<file path="config.mk">
export PLATFORM = sky130hd
export DESIGN_NAME = pie_expander
export DESIGN_NICKNAME = d
export VERILOG_FILES = /design/src/common/pie_pkg.sv /design/src/hdl/pie_expander.sv
export VERILOG_INCLUDE_DIRS = /design/src /design/src/common
export SDC_FILE = /design/constraint.sdc
export NUM_CORES = 1
export LEC_CHECK = 0
export ABC_AREA = 1
export BUFFER_PORTS_ARGS = -buffer_cell sky130_fd_sc_hd__buf_2
export CORE_MARGIN = 2
export CORE_UTILIZATION = 55
export DETAILED_ROUTE_END_ITERATION = 8
export GPL_ROUTABILITY_DRIVEN = 0
export GPL_TIMING_DRIVEN = 0
export HOLD_SLACK_MARGIN = 0.05
export PLACE_DENSITY = 0.79
export SLEW_MARGIN = 30
export SYNTH_ARGS = -nofsm -noshare
export SYNTH_HDL_FRONTEND = slang
export SYNTH_SLANG_ARGS = --single-unit
</file>
<file path="constraint.sdc">
create_clock -name i_sys_clk -period 2.3 [get_ports i_sys_clk]
set_clock_uncertainty 0.1 [all_clocks]
set_input_delay 0.46 -clock i_sys_clk [delete_from_list [all_inputs] [get_ports i_sys_clk]]
set_output_delay 0.46 -clock i_sys_clk [all_outputs]
set_load 0.005 [all_outputs]
</file>
<file path="src/common/pie_cfg.svh">
// Constants of the peripheral interrupt expander: offsets, codes, reset values.
// Assumes pie_pkg is imported wherever this file is included.
// How it works
// - Timer b period: level three, code 002B.
// - Timer b compare: level three, code 002C.
// - Timer b underflow: level three, code 002D.
// - Timer b overflow: level three, code 002E.
// - Timer d period: level three, code 0039.
// - Timer d compare: level three, code 003A.
// - Timer d underflow: level three, code 003B.
// - Timer d overflow: level three, code 003C.
// - Low-mode sync serial: level five, code 0005.
// - Low-mode async receive: level five, code 0006.
// - Low-mode async transmit: level five, code 0007.
// - Low-mode CAN mailbox: level five, code 0040.
// - Low-mode CAN error: level five, code 0041.
// - Low-mode converter done: level six, code 0004.
// - Levels three to six vector addresses fixed.
// - Absent modules never raise anything.
// - High-mode async receive goes to level one.
`ifndef PIE_CFG_SVH
`define PIE_CFG_SVH

`define PIE_NSRC 15
// Register byte offsets
`define PIE_OFF_PEND0 8'h00
`define PIE_OFF_PEND1 8'h04
`define PIE_OFF_PEND2 8'h08
`define PIE_OFF_ACK0 8'h0C
`define PIE_OFF_ACK1 8'h10
`define PIE_OFF_ACK2 8'h14
`define PIE_OFF_MODE 8'h18
`define PIE_OFF_ENA 8'h1C
`define PIE_OFF_STAT 8'h20
`define PIE_OFF_MASK 8'h24
`define PIE_OFF_LVEC 8'h28
// Flag groups and bus answers
`define PIE_GRP0 2'h0
`define PIE_GRP1 2'h1
`define PIE_GRP2 2'h2
`define PIE_RESP_OKAY 2'b00
`define PIE_RESP_SLVERR 2'b10
// Reset values
`define PIE_MODE_RST 5'h00
`define PIE_ENA_RST 15'h7FFF
`define PIE_STAT_RST 3'h0
`define PIE_MASK_RST 3'h0
// Mode bits: set means high-priority mode for RX (level one); set on the others drops the request
`define PIE_MODE_SSP 0
`define PIE_MODE_RX 1
`define PIE_MODE_TX 2
`define PIE_MODE_CAN 3
`define PIE_MODE_ADC 4
// Status bits
`define PIE_ST_PHANTOM 0
`define PIE_ST_SERVED 1
`define PIE_ST_LOST 2
// Codes and core vector addresses
`define PIE_PHANTOM 16'h0000
`define PIE_ADDR_ONE 16'h0002
`define PIE_ADDR_THREE 16'h0006
`define PIE_ADDR_FOUR 16'h0008
`define PIE_ADDR_FIVE 16'h000A
`define PIE_ADDR_SIX 16'h000C
// Source indices, lowest index wins
`define PIE_I_RXHI 0
`define PIE_I_T2P 1
`define PIE_I_T4P 5
`define PIE_I_RXLO 10
`define PIE_I_ADC 14
// Source entries: flag group, bit, level, code
`define PIE_S_RXHI '{`PIE_GRP0, 4'h5, PIE_LVL_ONE, 16'h0006}
`define PIE_S_T2P '{`PIE_GRP1, 4'h0, PIE_LVL_THREE, 16'h002B}
`define PIE_S_T2C '{`PIE_GRP1, 4'h1, PIE_LVL_THREE, 16'h002C}
`define PIE_S_T2U '{`PIE_GRP1, 4'h2, PIE_LVL_THREE, 16'h002D}
`define PIE_S_T2O '{`PIE_GRP1, 4'h3, PIE_LVL_THREE, 16'h002E}
`define PIE_S_T4P '{`PIE_GRP2, 4'h8, PIE_LVL_THREE, 16'h0039}
`define PIE_S_T4C '{`PIE_GRP2, 4'h9, PIE_LVL_THREE, 16'h003A}
`define PIE_S_T4U '{`PIE_GRP2, 4'hA, PIE_LVL_THREE, 16'h003B}
`define PIE_S_T4O '{`PIE_GRP2, 4'hB, PIE_LVL_THREE, 16'h003C}
`define PIE_S_SSP '{`PIE_GRP1, 4'h7, PIE_LVL_FIVE, 16'h0005}
`define PIE_S_RXLO '{`PIE_GRP1, 4'h8, PIE_LVL_FIVE, 16'h0006}
`define PIE_S_TXLO '{`PIE_GRP1, 4'h9, PIE_LVL_FIVE, 16'h0007}
`define PIE_S_CMB '{`PIE_GRP1, 4'hA, PIE_LVL_FIVE, 16'h0040}
`define PIE_S_CER '{`PIE_GRP1, 4'hB, PIE_LVL_FIVE, 16'h0041}
`define PIE_S_ADC '{`PIE_GRP1, 4'hC, PIE_LVL_SIX, 16'h0004}

`endif

</file>
<file path="src/common/pie_pkg.sv">
// Types of the peripheral interrupt expander.
// Assumes nothing beyond a SystemVerilog tool.
package pie_pkg;
	// CPU maskable levels, valued by level number
	typedef enum logic [2:0] {
		PIE_LVL_NONE = 3'h0,
		PIE_LVL_ONE = 3'h1,
		PIE_LVL_THREE = 3'h3,
		PIE_LVL_FOUR = 3'h4,
		PIE_LVL_FIVE = 3'h5,
		PIE_LVL_SIX = 3'h6
	} pie_level_type;

	// One source: flag group, bit, level, vector code
	typedef struct packed {
		logic [1:0] grp;
		logic [3:0] bitpos;
		pie_level_type level;
		logic [15:0] vec;
	} pie_src_type;

	// Peripheral requests, high while requesting
	typedef struct packed {
		logic timer_b_period_event;
		logic timer_b_compare_event;
		logic timer_b_underflow_event;
		logic timer_b_overflow_event;
		logic timer_d_period_event;
		logic timer_d_compare_event;
		logic timer_d_underflow_event;
		logic timer_d_overflow_event;
		logic sync_serial_request;
		logic async_receive_request;
		logic async_transmit_request;
		logic can_mailbox_request;
		logic can_error_request;
		logic converter_done_request;
	} pie_req_type;

	// Modules fitted in this variant
	typedef struct packed {
		logic event_manager_first;
		logic event_manager_second;
		logic sync_serial;
		logic async_serial;
		logic can;
		logic converter;
	} pie_present_type;

	// Interrupt lines towards the core
	typedef struct packed {
		logic cpu_level_one;
		logic cpu_level_three;
		logic cpu_level_four;
		logic cpu_level_five;
		logic cpu_level_six;
	} pie_cpu_lines_type;

	// Answer to an acknowledge
	typedef struct packed {
		logic valid;
		logic phantom;
		logic [15:0] source_vector_code;
		logic [15:0] addr;
	} pie_vec_type;
endpackage : pie_pkg

</file>
<file path="src/hdl/pie_expander.sv">
// Peripheral interrupt expander: latches requests, drives core levels, answers acknowledges.
// Assumes synchronous inputs, one clock, and an AXI4-Lite master for the registers.
//
// The AXI4-Lite register port and the register addresses were left to the implementer.
`include "pie_cfg.svh"

module pie_expander import pie_pkg::*; (
	// Clock, reset, enable
	input wire logic i_sys_clk,
	input wire logic i_resetn,
	input wire logic i_clk_en,
	// Peripheral side
	input wire pie_req_type i_req,
	input wire pie_present_type i_present,
	// CPU side
	input wire logic i_ack,
	input wire pie_level_type i_ack_level,
	output pie_cpu_lines_type o_cpu_lines,
	output pie_vec_type o_vector,
	output logic o_irq,
	// AXI4-Lite write
	input wire logic i_awvalid,
	input wire logic [7:0] i_awaddr,
	output logic o_awready,
	input wire logic i_wvalid,
	input wire logic [31:0] i_wdata,
	input wire logic [3:0] i_wstrb,
	output logic o_wready,
	output logic o_bvalid,
	output logic [1:0] o_bresp,
	input wire logic i_bready,
	// AXI4-Lite read
	input wire logic i_arvalid,
	input wire logic [7:0] i_araddr,
	output logic o_arready,
	output logic o_rvalid,
	output logic [31:0] o_rdata,
	output logic [1:0] o_rresp,
	input wire logic i_rready
);
	localparam int N = `PIE_NSRC;

	// Source table in priority order
	localparam pie_src_type SRC [0:N-1] = '{
		`PIE_S_RXHI,
		`PIE_S_T2P,
		`PIE_S_T2C,
		`PIE_S_T2U,
		`PIE_S_T2O,
		`PIE_S_T4P,
		`PIE_S_T4C,
		`PIE_S_T4U,
		`PIE_S_T4O,
		`PIE_S_SSP,
		`PIE_S_RXLO,
		`PIE_S_TXLO,
		`PIE_S_CMB,
		`PIE_S_CER,
		`PIE_S_ADC
	};

	// Gathers one flag group into a register word
	function automatic logic [31:0] pack_grp(input logic [N-1:0] v, input logic [1:0] g);
		logic [31:0] r;
		r = 32'h0000_0000;
		for (int i = 0; i < N; i++) begin
			if (SRC[i].grp == g) begin
				r[SRC[i].bitpos] = v[i];
			end
		end
		return r;
	endfunction : pack_grp

	function automatic logic [15:0] lvl_addr(input pie_level_type l);
		logic [15:0] a;
		a = `PIE_PHANTOM;
		unique case (l)
			PIE_LVL_ONE: a = `PIE_ADDR_ONE;
			PIE_LVL_THREE: a = `PIE_ADDR_THREE;
			PIE_LVL_FOUR: a = `PIE_ADDR_FOUR;
			PIE_LVL_FIVE: a = `PIE_ADDR_FIVE;
			PIE_LVL_SIX: a = `PIE_ADDR_SIX;
			default: a = `PIE_PHANTOM;
		endcase
		return a;
	endfunction : lvl_addr

	// Bus state
	logic aw_hold_q, aw_hold_d, w_hold_q, w_hold_d;
	logic [7:0] awaddr_q, awaddr_d;
	logic [31:0] wdata_q, wdata_d, wmask;
	logic [3:0] wstrb_q, wstrb_d;
	logic awrdy_q, awrdy_d, wrdy_q, wrdy_d, bvalid_q, bvalid_d;
	logic [1:0] bresp_q, bresp_d, rresp_q, rresp_d;
	logic arrdy_q, arrdy_d, rvalid_q, rvalid_d;
	logic [31:0] rdata_q, rdata_d;
	logic do_wr, wr_hit;
	// Core state
	logic [N-1:0] pend_q, pend_d, ack_q, ack_d, ena_q, ena_d;
	logic [N-1:0] req_map, here, cand, wclr;
	logic [4:0] mode_q, mode_d;
	logic [2:0] stat_q, stat_d, mask_q, mask_d, ev;
	pie_cpu_lines_type lines_q, lines_d;
	pie_vec_type vec_q, vec_d;
	logic irq_q, irq_d, found;
	logic [3:0] sel;

	assign o_awready = awrdy_q;
	assign o_wready = wrdy_q;
	assign o_bvalid = bvalid_q;
	assign o_bresp = bresp_q;
	assign o_arready = arrdy_q;
	assign o_rvalid = rvalid_q;
	assign o_rdata = rdata_q;
	assign o_rresp = rresp_q;
	assign o_cpu_lines = lines_q;
	assign o_vector = vec_q;
	assign o_irq = irq_q;

	// Write path: address and data taken in either order, then one write
	always_comb begin
		aw_hold_d = aw_hold_q;
		w_hold_d = w_hold_q;
		awaddr_d = awaddr_q;
		wdata_d = wdata_q;
		wstrb_d = wstrb_q;
		bvalid_d = bvalid_q && !i_bready;
		bresp_d = bresp_q;
		do_wr = aw_hold_q && w_hold_q && !bvalid_q;
		unique case (awaddr_q)
			`PIE_OFF_PEND0, `PIE_OFF_PEND1, `PIE_OFF_PEND2, `PIE_OFF_MODE,
			`PIE_OFF_ENA, `PIE_OFF_STAT, `PIE_OFF_MASK: wr_hit = 1'b1;
			default: wr_hit = 1'b0;
		endcase
		if (i_awvalid && awrdy_q) begin
			aw_hold_d = 1'b1;
			awaddr_d = i_awaddr;
		end
		if (i_wvalid && wrdy_q) begin
			w_hold_d = 1'b1;
			wdata_d = i_wdata;
			wstrb_d = i_wstrb;
		end
		if (do_wr) begin
			aw_hold_d = 1'b0;
			w_hold_d = 1'b0;
			bvalid_d = 1'b1;
			bresp_d = wr_hit ? `PIE_RESP_OKAY : `PIE_RESP_SLVERR;
		end
		awrdy_d = !aw_hold_d;
		wrdy_d = !w_hold_d;
		for (int b = 0; b < 4; b++) begin
			wmask[b*8 +: 8] = {8{wstrb_q[b]}};
		end
	end

	// Read path: one read at a time, answered the cycle after it is taken
	always_comb begin
		rvalid_d = rvalid_q && !i_rready;
		rdata_d = rdata_q;
		rresp_d = rresp_q;
		if (i_arvalid && arrdy_q) begin
			rvalid_d = 1'b1;
			rresp_d = `PIE_RESP_OKAY;
			unique case (i_araddr)
				`PIE_OFF_PEND0: rdata_d = pack_grp(pend_q, `PIE_GRP0);
				`PIE_OFF_PEND1: rdata_d = pack_grp(pend_q, `PIE_GRP1);
				`PIE_OFF_PEND2: rdata_d = pack_grp(pend_q, `PIE_GRP2);
				`PIE_OFF_ACK0: rdata_d = pack_grp(ack_q, `PIE_GRP0);
				`PIE_OFF_ACK1: rdata_d = pack_grp(ack_q, `PIE_GRP1);
				`PIE_OFF_ACK2: rdata_d = pack_grp(ack_q, `PIE_GRP2);
				`PIE_OFF_MODE: rdata_d = {27'h000_0000, mode_q};
				`PIE_OFF_ENA: rdata_d = {17'h0_0000, ena_q};
				`PIE_OFF_STAT: rdata_d = {29'h0000_0000, stat_q};
				`PIE_OFF_MASK: rdata_d = {29'h0000_0000, mask_q};
				`PIE_OFF_LVEC: rdata_d = {16'h0000, vec_q.source_vector_code};
				default: begin
					rdata_d = 32'h0000_0000;
					rresp_d = `PIE_RESP_SLVERR;
				end
			endcase
		end
		arrdy_d = !rvalid_d;
	end

	// Request mapping, mode steering and variant gating
	always_comb begin
		req_map = {
			i_req.converter_done_request && !mode_q[`PIE_MODE_ADC],
			i_req.can_error_request && !mode_q[`PIE_MODE_CAN],
			i_req.can_mailbox_request && !mode_q[`PIE_MODE_CAN],
			i_req.async_transmit_request && !mode_q[`PIE_MODE_TX],
			i_req.async_receive_request && !mode_q[`PIE_MODE_RX],
			i_req.sync_serial_request && !mode_q[`PIE_MODE_SSP],
			i_req.timer_d_overflow_event, i_req.timer_d_underflow_event,
			i_req.timer_d_compare_event, i_req.timer_d_period_event,
			i_req.timer_b_overflow_event, i_req.timer_b_underflow_event,
			i_req.timer_b_compare_event, i_req.timer_b_period_event,
			i_req.async_receive_request && mode_q[`PIE_MODE_RX]};
		here = {
			i_present.converter, {2{i_present.can}}, {2{i_present.async_serial}},
			i_present.sync_serial, {4{i_present.event_manager_second}},
			{4{i_present.event_manager_first}}, i_present.async_serial};
	end

	// Pending, acknowledge and vector answer
	always_comb begin
		pend_d = pend_q;
		ack_d = ack_q;
		mode_d = mode_q;
		ena_d = ena_q;
		mask_d = mask_q;
		vec_d = vec_q;
		vec_d.valid = 1'b0;
		wclr = '0;
		ev = 3'h0;
		// lowest index wins on the level
		for (int i = 0; i < N; i++) begin
			cand[i] = pend_q[i] && ena_q[i] && (SRC[i].level == i_ack_level);
		end
		found = |cand;
		sel = 4'h0;
		for (int i = N - 1; i >= 0; i--) begin
			if (cand[i]) begin
				sel = 4'(i);
			end
		end
		if (i_ack) begin
			vec_d.valid = 1'b1;
			vec_d.addr = lvl_addr(i_ack_level);
			vec_d.phantom = !found;
			ack_d = '0;
			vec_d.source_vector_code = found ? SRC[sel].vec : `PIE_PHANTOM;
			if (found) begin
				ack_d[sel] = 1'b1;
				pend_d[sel] = 1'b0;
			end
			ev[`PIE_ST_PHANTOM] = !found;
			ev[`PIE_ST_SERVED] = found;
		end
		// Software writes, strobes respected
		if (do_wr) begin
			unique case (awaddr_q)
				`PIE_OFF_PEND0: wclr = {N{1'b0}};
				default: wclr = '0;
			endcase
			for (int i = 0; i < N; i++) begin
				if ((awaddr_q == `PIE_OFF_PEND0 && SRC[i].grp == `PIE_GRP0) ||
				    (awaddr_q == `PIE_OFF_PEND1 && SRC[i].grp == `PIE_GRP1) ||
				    (awaddr_q == `PIE_OFF_PEND2 && SRC[i].grp == `PIE_GRP2)) begin
					wclr[i] = wdata_q[SRC[i].bitpos] && wmask[SRC[i].bitpos];
				end
			end
			if (awaddr_q == `PIE_OFF_MODE) begin
				mode_d = (mode_q & ~wmask[4:0]) | (wdata_q[4:0] & wmask[4:0]);
			end
			if (awaddr_q == `PIE_OFF_ENA) begin
				ena_d = (ena_q & ~wmask[N-1:0]) | (wdata_q[N-1:0] & wmask[N-1:0]);
			end
			if (awaddr_q == `PIE_OFF_MASK) begin
				mask_d = (mask_q & ~wmask[2:0]) | (wdata_q[2:0] & wmask[2:0]);
			end
		end
		// Overrun: request onto a flag still pending
		ev[`PIE_ST_LOST] = |(req_map & here & pend_q);
		// A request in the clearing cycle survives
		pend_d = ((pend_d & ~wclr) | req_map) & here;
		ack_d = ack_d & here;
	end

	// Core lines, sticky status and interrupt
	always_comb begin
		lines_d = '0;
		for (int i = 0; i < N; i++) begin
			if (pend_d[i] && ena_d[i]) begin
				unique case (SRC[i].level)
					PIE_LVL_ONE: lines_d.cpu_level_one = 1'b1;
					PIE_LVL_THREE: lines_d.cpu_level_three = 1'b1;
					PIE_LVL_FIVE: lines_d.cpu_level_five = 1'b1;
					PIE_LVL_SIX: lines_d.cpu_level_six = 1'b1;
					default: lines_d.cpu_level_four = 1'b0;
				endcase
			end
		end
		// Set beats write-one-clear
		stat_d = stat_q;
		if (do_wr && awaddr_q == `PIE_OFF_STAT) begin
			stat_d = stat_q & ~(wdata_q[2:0] & wmask[2:0]);
		end
		stat_d = stat_d | ev;
		irq_d = |(stat_d & mask_d);
	end

	// All state frozen while the clock enable is low
	always_ff @(posedge i_sys_clk or negedge i_resetn) begin
		if (!i_resetn) begin
			aw_hold_q <= 1'b0;
			w_hold_q <= 1'b0;
			awaddr_q <= 8'h00;
			wdata_q <= 32'h0000_0000;
			wstrb_q <= 4'h0;
			awrdy_q <= 1'b1;
			wrdy_q <= 1'b1;
			bvalid_q <= 1'b0;
			bresp_q <= `PIE_RESP_OKAY;
			arrdy_q <= 1'b1;
			rvalid_q <= 1'b0;
			rdata_q <= 32'h0000_0000;
			rresp_q <= `PIE_RESP_OKAY;
			pend_q <= '0;
			ack_q <= '0;
			ena_q <= `PIE_ENA_RST;
			mode_q <= `PIE_MODE_RST;
			stat_q <= `PIE_STAT_RST;
			mask_q <= `PIE_MASK_RST;
			lines_q <= '0;
			vec_q <= '0;
			irq_q <= 1'b0;
		end else if (i_clk_en) begin
			aw_hold_q <= aw_hold_d;
			w_hold_q <= w_hold_d;
			awaddr_q <= awaddr_d;
			wdata_q <= wdata_d;
			wstrb_q <= wstrb_d;
			awrdy_q <= awrdy_d;
			wrdy_q <= wrdy_d;
			bvalid_q <= bvalid_d;
			bresp_q <= bresp_d;
			arrdy_q <= arrdy_d;
			rvalid_q <= rvalid_d;
			rdata_q <= rdata_d;
			rresp_q <= rresp_d;
			pend_q <= pend_d;
			ack_q <= ack_d;
			ena_q <= ena_d;
			mode_q <= mode_d;
			stat_q <= stat_d;
			mask_q <= mask_d;
			lines_q <= lines_d;
			vec_q <= vec_d;
			irq_q <= irq_d;
		end
	end
endmodule : pie_expander

</file>
After elaboration in Yosys (flattened, before gate mapping)

Memory sizes are Yosys's and may differ from the RTL's.
Cells that the tools add are included.
Widths: inputs -> output; s select.

Register bits: 164
Memories: 1
Memory bits (read-only): 400
Input bits: 84

Memory list:

| name            | depth | width | rd ports | clocked after memory_dff | write ports | RTL line            | text |
|---|---|---|---|---|---|---|---|
| (no name shown) | 16    | 25    | 1        | 0                        | 0           | pie_expander.sv:233 | `` vec_d.source_vector_code = found ? SRC[sel].vec : `PIE_PHANTOM; `` |

Equality and inequality tests: 25
Reduce and logical (&&, ||, !) cells: 97
Muxes and demuxes: 73
Bitwise logic cells: 26
Order comparisons: 3

Operators by type and width:

| kind               | number |
|---|---|
| $pmux 16 s11       | 1 |
| $and 15x15->15     | 8 |
| $mux 15            | 7 |
| $logic_and 1x1->1  | 72 |
| $mux 4             | 15 |
| $eq 8x5->1 const B | 6 |
| $mux 16            | 3 |
| $not 15->15        | 3 |
| $eq 8x6->1 const B | 5 |
| $mux 34            | 1 |
| $mux 1             | 30 |
| $or 15x15->15      | 2 |
| $reduce_or 15->1   | 2 |
| $eq 8x4->1 const B | 3 |
| $mux 2             | 11 |
| $pmux 4 s5         | 1 |
| $eq 8x3->1 const B | 2 |
| $logic_not 8->1    | 2 |
| $and 3x3->3        | 4 |
| $logic_not 1->1    | 12 |
| $reduce_or 11->1   | 1 |
| $and 5x5->5        | 2 |
| $reduce_and 2->1   | 5 |
| $eq 3x3->1 const B | 3 |
| other kinds (18)   | 23 |

Logic depth before layout (Yosys ltp)

Depth in word-level cells: 37
Mapped depth: 19

Worst setup path before layout

Ideal clock, no wire load.

Kind: input to register
Start: input i_ack_level[2]
End: register lines_q, in the netlist o_cpu_lines[3]
Library setup time: 122 ps
Stages: 13
Data arrival time: 1720 ps
Path slack: 358 ps
Cell sequence: inv_1 > nand3_2 > buf_6 > a21oi_2 > inv_1 > a21oi_4 > nand4_1 > nand2_1 > nand2_1 > nand3_1 > nand3_1 > nor2_1 > a21oi_1

Cells in the longest elaborated chain, start to end: 37
Elaborated cells between the ends (all ways): 63
Those cells by class: 2 x order compare; 4 x eq/ne; 27 x mux; 5 x bitwise; 25 x reduce/logical

RTL lines:

| element                                                               | RTL line            | text |
|---|---|---|
| start, declared                                                       | pie_expander.sv:17  | `input wire pie_level_type i_ack_level,` |
| $eq 3x3->1                                                            | pie_expander.sv:219 | `cand[i] = pend_q[i] && ena_q[i] && (SRC[i].level == i_ack_level);` |
| $logic_and 1x1->1                                                     | pie_expander.sv:219 |  |
| $mux 4 (15 in a row)                                                  | pie_expander.sv:224 | `if (cand[i]) begin` |
| $lt 4x5->1 (implied by the code) / $ge 4x1->1 (equally long branches) | pie_expander.sv:236 | `pend_d[sel] = 1'b0;` |
| $logic_and 1x1->1 (implied by the code)                               | pie_expander.sv:236 |  |
| $mux 1 (implied by the code)                                          | pie_expander.sv:236 |  |
| $demux 1 s4                                                           | pie_expander.sv:236 |  |
| $not 15->15 (no source line)                                          | --                  |  |
| $and 15x15->15 (no source line)                                       | --                  |  |
| $mux 15 *                                                             | pie_expander.sv:234 | `if (found) begin` |
| $mux 15 *                                                             | pie_expander.sv:228 | `if (i_ack) begin` |
| $and 15x15->15 *                                                      | pie_expander.sv:267 | `pend_d = ((pend_d & ~wclr) \| req_map) & here;` |
| $or 15x15->15 *                                                       | pie_expander.sv:267 |  |
| $and 15x15->15 *                                                      | pie_expander.sv:267 |  |
| $logic_and 1x1->1                                                     | pie_expander.sv:275 | `if (pend_d[i] && ena_d[i]) begin` |
| $mux 2 (7 in a row)                                                   | pie_expander.sv:275 |  |
| $mux 2 *                                                              | pie_expander.sv:275 |  |
| end signal, assigned                                                  | pie_expander.sv:339 | `lines_q <= lines_d;` |
| end, declared                                                         | pie_expander.sv:103 | `pie_cpu_lines_type lines_q, lines_d;` |

Mark *: on every way between the ends. The rest lies on a longest branch, timed or not.
A chain may end at the register's enable or synchronous reset.

Worst setup path after layout

Start: register ena_q[11]
End: register lines_q, in the netlist o_cpu_lines[3]

Cells in the longest elaborated chain, start to end: 34
Elaborated cells between the ends (all ways): 43
Those cells by class: 2 x order compare; 24 x mux; 5 x bitwise; 12 x reduce/logical

RTL lines:

| element                                                               | RTL line            | text |
|---|---|---|
| start, declared                                                       | pie_expander.sv:99  | `logic [N-1:0] pend_q, pend_d, ack_q, ack_d, ena_q, ena_d;` |
| start signal, assigned                                                | pie_expander.sv:312 | `` ena_q <= `PIE_ENA_RST; `` |
| start signal, assigned                                                | pie_expander.sv:335 | `ena_q <= ena_d;` |
| $logic_and 1x1->1 * (2 in a row)                                      | pie_expander.sv:219 |  |
| $mux 4 (12 in a row)                                                  | pie_expander.sv:224 |  |
| $lt 4x5->1 (implied by the code) / $ge 4x1->1 (equally long branches) | pie_expander.sv:236 |  |
| $logic_and 1x1->1 (implied by the code)                               | pie_expander.sv:236 |  |
| $mux 1 (implied by the code)                                          | pie_expander.sv:236 |  |
| $demux 1 s4                                                           | pie_expander.sv:236 |  |
| $not 15->15 (no source line)                                          | --                  |  |
| $and 15x15->15 (no source line)                                       | --                  |  |
| $mux 15 *                                                             | pie_expander.sv:234 |  |
| $mux 15 *                                                             | pie_expander.sv:228 |  |
| $and 15x15->15 *                                                      | pie_expander.sv:267 |  |
| $or 15x15->15 *                                                       | pie_expander.sv:267 |  |
| $and 15x15->15 *                                                      | pie_expander.sv:267 |  |
| $logic_and 1x1->1                                                     | pie_expander.sv:275 |  |
| $mux 2 (7 in a row)                                                   | pie_expander.sv:275 |  |
| $mux 2 *                                                              | pie_expander.sv:275 |  |

Marks and branches as above.

==> summary by stage <==
Die
Pin placement for this block handled 165 I/O pins. The effective utilization at floorplan is 55.7%. The width of the chip is around 120 um.

The die covers around 14000 sq um. The die extent in y is 117 um. The number of placement rows is 41. The total area inside the core boundary comes to 12500 sq um.

Logic synthesis
After synthesis, the cell types taking the most area are sky130_fd_sc_hd__dfrtp_1 37%, sky130_fd_sc_hd__nand2_1 14%, sky130_fd_sc_hd__o21ai_0 7.8%. The mean instance size in the synthesized netlist is around 7.3 sq um. The predominant post-synthesis flop cell is sky130_fd_sc_hd__dfrtp_1. The share of synthesized area in the top cell type comes to a little under two fifths. Of all flip-flops after synthesis, the portion carrying an async set or reset was 100%. The register bit count reported by yosys is around 120. In this run, distinct cell masters in the synthesized netlist total 47. In the synthesized netlist, mux cells make up 0.161% of the area. The synthesized-area fraction occupied by and/or/nand/nor cells is 25.6%. Sequential cells were found to cover 43.7% of the synthesized design area. The xor/xnor cell area share of the yosys netlist is 0.126%. The cell area after synthesis is 6980 sq um.

Summing the areas of all fa, ha and maj instances in the mapped netlist gives 0% of the synthesized area. The number of standard cells after synthesis is 953. Yosys printed 0 warnings. Summing the areas of all compound-gate instances in the mapped netlist gives about 17% of the synthesized area.

By area, the combinational part of the netlist is dominated by simple AND/OR/NAND/NOR gates. The number of flops mapped to enable cells by yosys is 0. The synthesized design spends more area on one cell type than any other, namely sky130_fd_sc_hd__dfrtp_1.

Detailed routing
The vias per cell is 5.51. In the final routed layout, each cell accounts on average for 17.1 um. The detailed-route wire length is between 20000 and 25000 um. Across all layers, the routed design uses 7285 vias. The total DRC errors in the routed layout is 0. The count of TritonRoute iterations in the first routing pass is 6.

The starting DRC count in detailed routing is 1183. Once detail routing completed, the nets flagged for antenna violations numbered 0.

Global route
In the global route stage, met1 resource usage came out at 44.1%. Entering global routing, the biggest net connects roughly 80 pins. For met2 alone, demand over resource in global routing was between 50% and 60%. The global route total overflow is 0. The number of global-route vias before repair was 6457. The global routing's busiest layer is met2. The initial antenna violation count is 0. The overall global routing resource usage is between 30% and 40%. The first global-routing pass estimated around 34000 um of wire. For this run, global-route usage on met3 was measured as 9.55%.

Hold path
The hold path depth is 3. The type of the worst min-delay path is input port to register. The start point of the worst min-delay path is i_awaddr[6]. The hold-critical path endpoint is awaddr_q[6]$_DFFE_PN0P_.

Pwr
The sum of internal, switching and leakage power is about 7.2 mW. The leakage power is 4.37 nW. Across the VDD grid, the largest voltage drop is 0.000741 V.

In this run the power spent charging and discharging nets is 2.36 mW. The switching share of total power is approximately a third. The part of the total power dissipated in sequential elements is ~41%. The clock network fraction of design power is roughly 37%. The power density over the cells is 814 nW/um^2. Combinational logic burns around 22% of the power. The internal portion of total power is 4.86 mW.

Clocking
At the later pin of the worst-skew pair, clock insertion delay measures 420 ps. The number of buffers added by the clock tree synthesis step is 17. The number of levels the H-tree was split into is 4.

The CTS tree is built. The clock root buffer is sky130_fd_sc_hd__clkbuf_16. Clock-pin slew was measured on the worst setup and hold paths at 60 ps. The maximum clock path buffer count is 2.

The tree built by TritonCTS fans out to 121 sinks.

Timing
The maximum frequency from static timing analysis is a little over 400 MHz. The share of the cycle needed by the critical path after routing is 105%. The final worst-path setup slack is -126 ps.

Subtracting the final worst setup slack from the clock period gives 2430 ps. The total count of max-transition violations in the final report is 0. Setup repair after global routing could not meet its margin everywhere. Setup violations remaining at the end of the flow were counted as 3.

For the pin with the worst max-slew slack, the measured transition is 775 ps. The final hold violation count is 0. Measured against its own limit, the worst slew margin works out to about half.

Layout
Registers take 3050 sq um. After the last flow step, the layout net total stands at ~1200. The number of antenna repair diodes is 0.

After routing the design area is 8870 sq um. The area occupied by multi-input gates is 3350 sq um. The number of cells in the finished layout apart from fillers is 1322. The share of cells above drive strength 1 is 25.3%. The layout filler cell count is ~1100. The post-synthesis to final-layout area growth is 27.2%. Once layout is complete, the utilization of the core stands at 70.9%.

Setup path
The worst register-to-register path begins at ena_q[11]$_DFFE_PN1P_. Counting cells, the worst reg-to-reg path comes to 14. The critical path data arrival time is 2630 ps. In this run the critical register-to-register path is captured at o_cpu_lines[3]$_DFFE_PN0P_. Of all nets on the critical path, the largest fanout is 4.

The critical path start-end classification is register to register. The critical path capture point type is a register. The reg2reg setup slack is -130 ps. The startpoint type of the worst setup path is a register. STA puts the critical path data required time at 2510 ps.

Placement
After detailed placement, the design holds a cell count of roughly 1300. The pre-CTS setup slack is -420 ps. Once placement finished, the instance area stood at 7890 sq um.

The wire-length estimate of the detail-placed layout is approximately 16000 um. The quantity of I/O buffers inserted on ports is 101.

Outcome
The run finished, with violations left. The checks that failed: negative setup slack.

Run
The tool flagged a number of max-cap violations equal to 0.
[synthesized netlist by cell type, types with 2 or more instances]
master                      count
sky130_fd_sc_hd__nand2_1      255
sky130_fd_sc_hd__inv_1        130
sky130_fd_sc_hd__o21ai_0      109
sky130_fd_sc_hd__dfrtp_1      103
sky130_fd_sc_hd__nor2_1        65
sky130_fd_sc_hd__nand3_1       56
sky130_fd_sc_hd__buf_4         44
sky130_fd_sc_hd__a21oi_1       23
sky130_fd_sc_hd__clkbuf_1      22
sky130_fd_sc_hd__o22ai_1       19
sky130_fd_sc_hd__dfstp_2       18
sky130_fd_sc_hd__nand4_1       13
sky130_fd_sc_hd__a31oi_1       12
sky130_fd_sc_hd__nor3_1        10
sky130_fd_sc_hd__inv_2          6
sky130_fd_sc_hd__a221oi_1       5
sky130_fd_sc_hd__nand2_2        5
sky130_fd_sc_hd__nor2_2         5
sky130_fd_sc_hd__o21ai_1        5
sky130_fd_sc_hd__nor3_2         4
sky130_fd_sc_hd__o211ai_1       4
sky130_fd_sc_hd__o221ai_1       4
sky130_fd_sc_hd__a21oi_2        3
sky130_fd_sc_hd__clkinv_1       3
sky130_fd_sc_hd__nand3_2        3
sky130_fd_sc_hd__a211oi_1       2
sky130_fd_sc_hd__buf_1          2
sky130_fd_sc_hd__nand2_4        2
sky130_fd_sc_hd__o2111ai_1      2
sky130_fd_sc_hd__o41ai_1        2
[sequential cells by signal (all words and copies together), names as in the netlist, 2 cells and up, named ones only]
signal,cells
o_cpu_lines,4
ena_q,15
wstrb_q,2
o_vector,11
mask_q,3
o_rdata,15
ack_q,15
pend_q,15
stat_q,3
wdata_q,15
awaddr_q,8
[metrics by stage]
stage / hold slack, ps / setup TNS, ps
after detailed placement: 275 / -10760
final: 131 / -148
after CTS: 126 / -15.6
after global placement: 358 / -98810
after floorplan: 64.4 / 0
after global routing: 135 / -421
[critical path, stage by stage (launching register included)]
cell	delay, ps
sky130_fd_sc_hd__dfstp_2	590
sky130_fd_sc_hd__nand2_2	70
sky130_fd_sc_hd__inv_2	70
sky130_fd_sc_hd__o21ai_4	60
sky130_fd_sc_hd__buf_4	140
sky130_fd_sc_hd__nand3_2	120
sky130_fd_sc_hd__nand2_2	110
sky130_fd_sc_hd__a21oi_2	250
sky130_fd_sc_hd__nand4_1	260
sky130_fd_sc_hd__nand2_1	160
sky130_fd_sc_hd__nand2_2	70
sky130_fd_sc_hd__nand3_2	70
sky130_fd_sc_hd__nand3_2	90
sky130_fd_sc_hd__nor2_2	100
sky130_fd_sc_hd__a21oi_1	70
[layer usage]
metal  up-vias  part of all wire (%)
met5         -                     0
met4         0                   4.2
met3        86                    13
met2       512                    45
met1      3286                    39
li1       3401                     -
[cell families (layout without fill, tap and decap cells)]
logic type | count (synthesis) | count (layout)
other | 1 | 42
DFF | 121 | 121
buffers and inverters | 209 | 364
and+or+nand+nor | 420 | 420
xor gates and xnor gates | 1 | 1
AOI/OAI and AO/OA | 200 | 201
muxes | 1 | 1
[placed cells by master, fill, tap and decap left out, types with 4 or more instances in the layout]
cell type	count
sky130_fd_sc_hd__a21oi_1	20
sky130_fd_sc_hd__a21oi_2	6
sky130_fd_sc_hd__a221oi_1	5
sky130_fd_sc_hd__a31oi_1	11
sky130_fd_sc_hd__buf_2	102
sky130_fd_sc_hd__buf_4	64
sky130_fd_sc_hd__clkbuf_1	25
sky130_fd_sc_hd__clkbuf_16	17
sky130_fd_sc_hd__clkbuf_8	4
sky130_fd_sc_hd__conb_1	42
sky130_fd_sc_hd__dfrtp_1	103
sky130_fd_sc_hd__dfstp_2	18
sky130_fd_sc_hd__inv_1	128
sky130_fd_sc_hd__inv_2	8
sky130_fd_sc_hd__nand2_1	240
sky130_fd_sc_hd__nand2_2	17
sky130_fd_sc_hd__nand2_4	5
sky130_fd_sc_hd__nand3_1	44
sky130_fd_sc_hd__nand3_2	15
sky130_fd_sc_hd__nand4_1	13
sky130_fd_sc_hd__nor2_1	60
sky130_fd_sc_hd__nor2_2	5
sky130_fd_sc_hd__nor2_4	6
sky130_fd_sc_hd__nor3_1	9
sky130_fd_sc_hd__nor3_4	4
sky130_fd_sc_hd__o211ai_1	4
sky130_fd_sc_hd__o21ai_0	107
sky130_fd_sc_hd__o21ai_1	5
sky130_fd_sc_hd__o221ai_1	4
sky130_fd_sc_hd__o22ai_1	19
[layout make-up]
| class | instances | area share [%] |
|---|---|---|
| Timing Repair Buffer | 123 | 7.93 |
| Multi-Input combinational cell | 665 | 37.8 |
| Clock buffer | 25 | 5.59 |
| Sequential cell | 121 | 34.4 |
| Tap cell | 172 | 2.43 |
| Clock inverter | 7 | 1.02 |
| Buffer | 70 | 4.94 |
| Inverter | 139 | 5.95 |
[power groups by stage]
stage	registers (mW)	clock network, mW	logic [mW]
2_1_floorplan	2.86	0	0.935
3_3_place_gp	2.94	0	1.37
3_5_place_dp	2.95	0	1.41
4_1_cts	2.93	2.66	1.46
5_1_grt	2.99	2.76	1.79
6_report	2.95	2.66	1.60
[timing repair]
item                                   in CTS  in global routing
setup endpoints to repair                   7                 34
endpoints found under the hold margin      43                  0
cloned                                      0                  1
setup buffers                               0                 20
pin swaps                                   1                 29
resized for setup                           6                 57
hold buffers                                1                  0
[worst max path at each step]
stage | startpoint | end | slack (ps) | cells after the start
3_3_place_gp | i_resetn | aw_hold_q$_DFFE_PN0P_ | -840 | 1
3_5_place_dp | i_clk_en | wdata_q[3]$_DFFE_PN0P_ | -420 | 6
2_1_floorplan | i_ack_level[2] | o_cpu_lines[3]$_DFFE_PN0P_ | 360 | 13
4_1_cts | ena_q[9]$_DFFE_PN1P_ | o_cpu_lines[3]$_DFFE_PN0P_ | -20 | 13
6_report | ena_q[11]$_DFFE_PN1P_ | o_cpu_lines[3]$_DFFE_PN0P_ | -130 | 14
5_1_grt | ena_q[11]$_DFFE_PN1P_ | o_cpu_lines[3]$_DFFE_PN0P_ | -150 | 15
(Power assumes the default switching activity.)
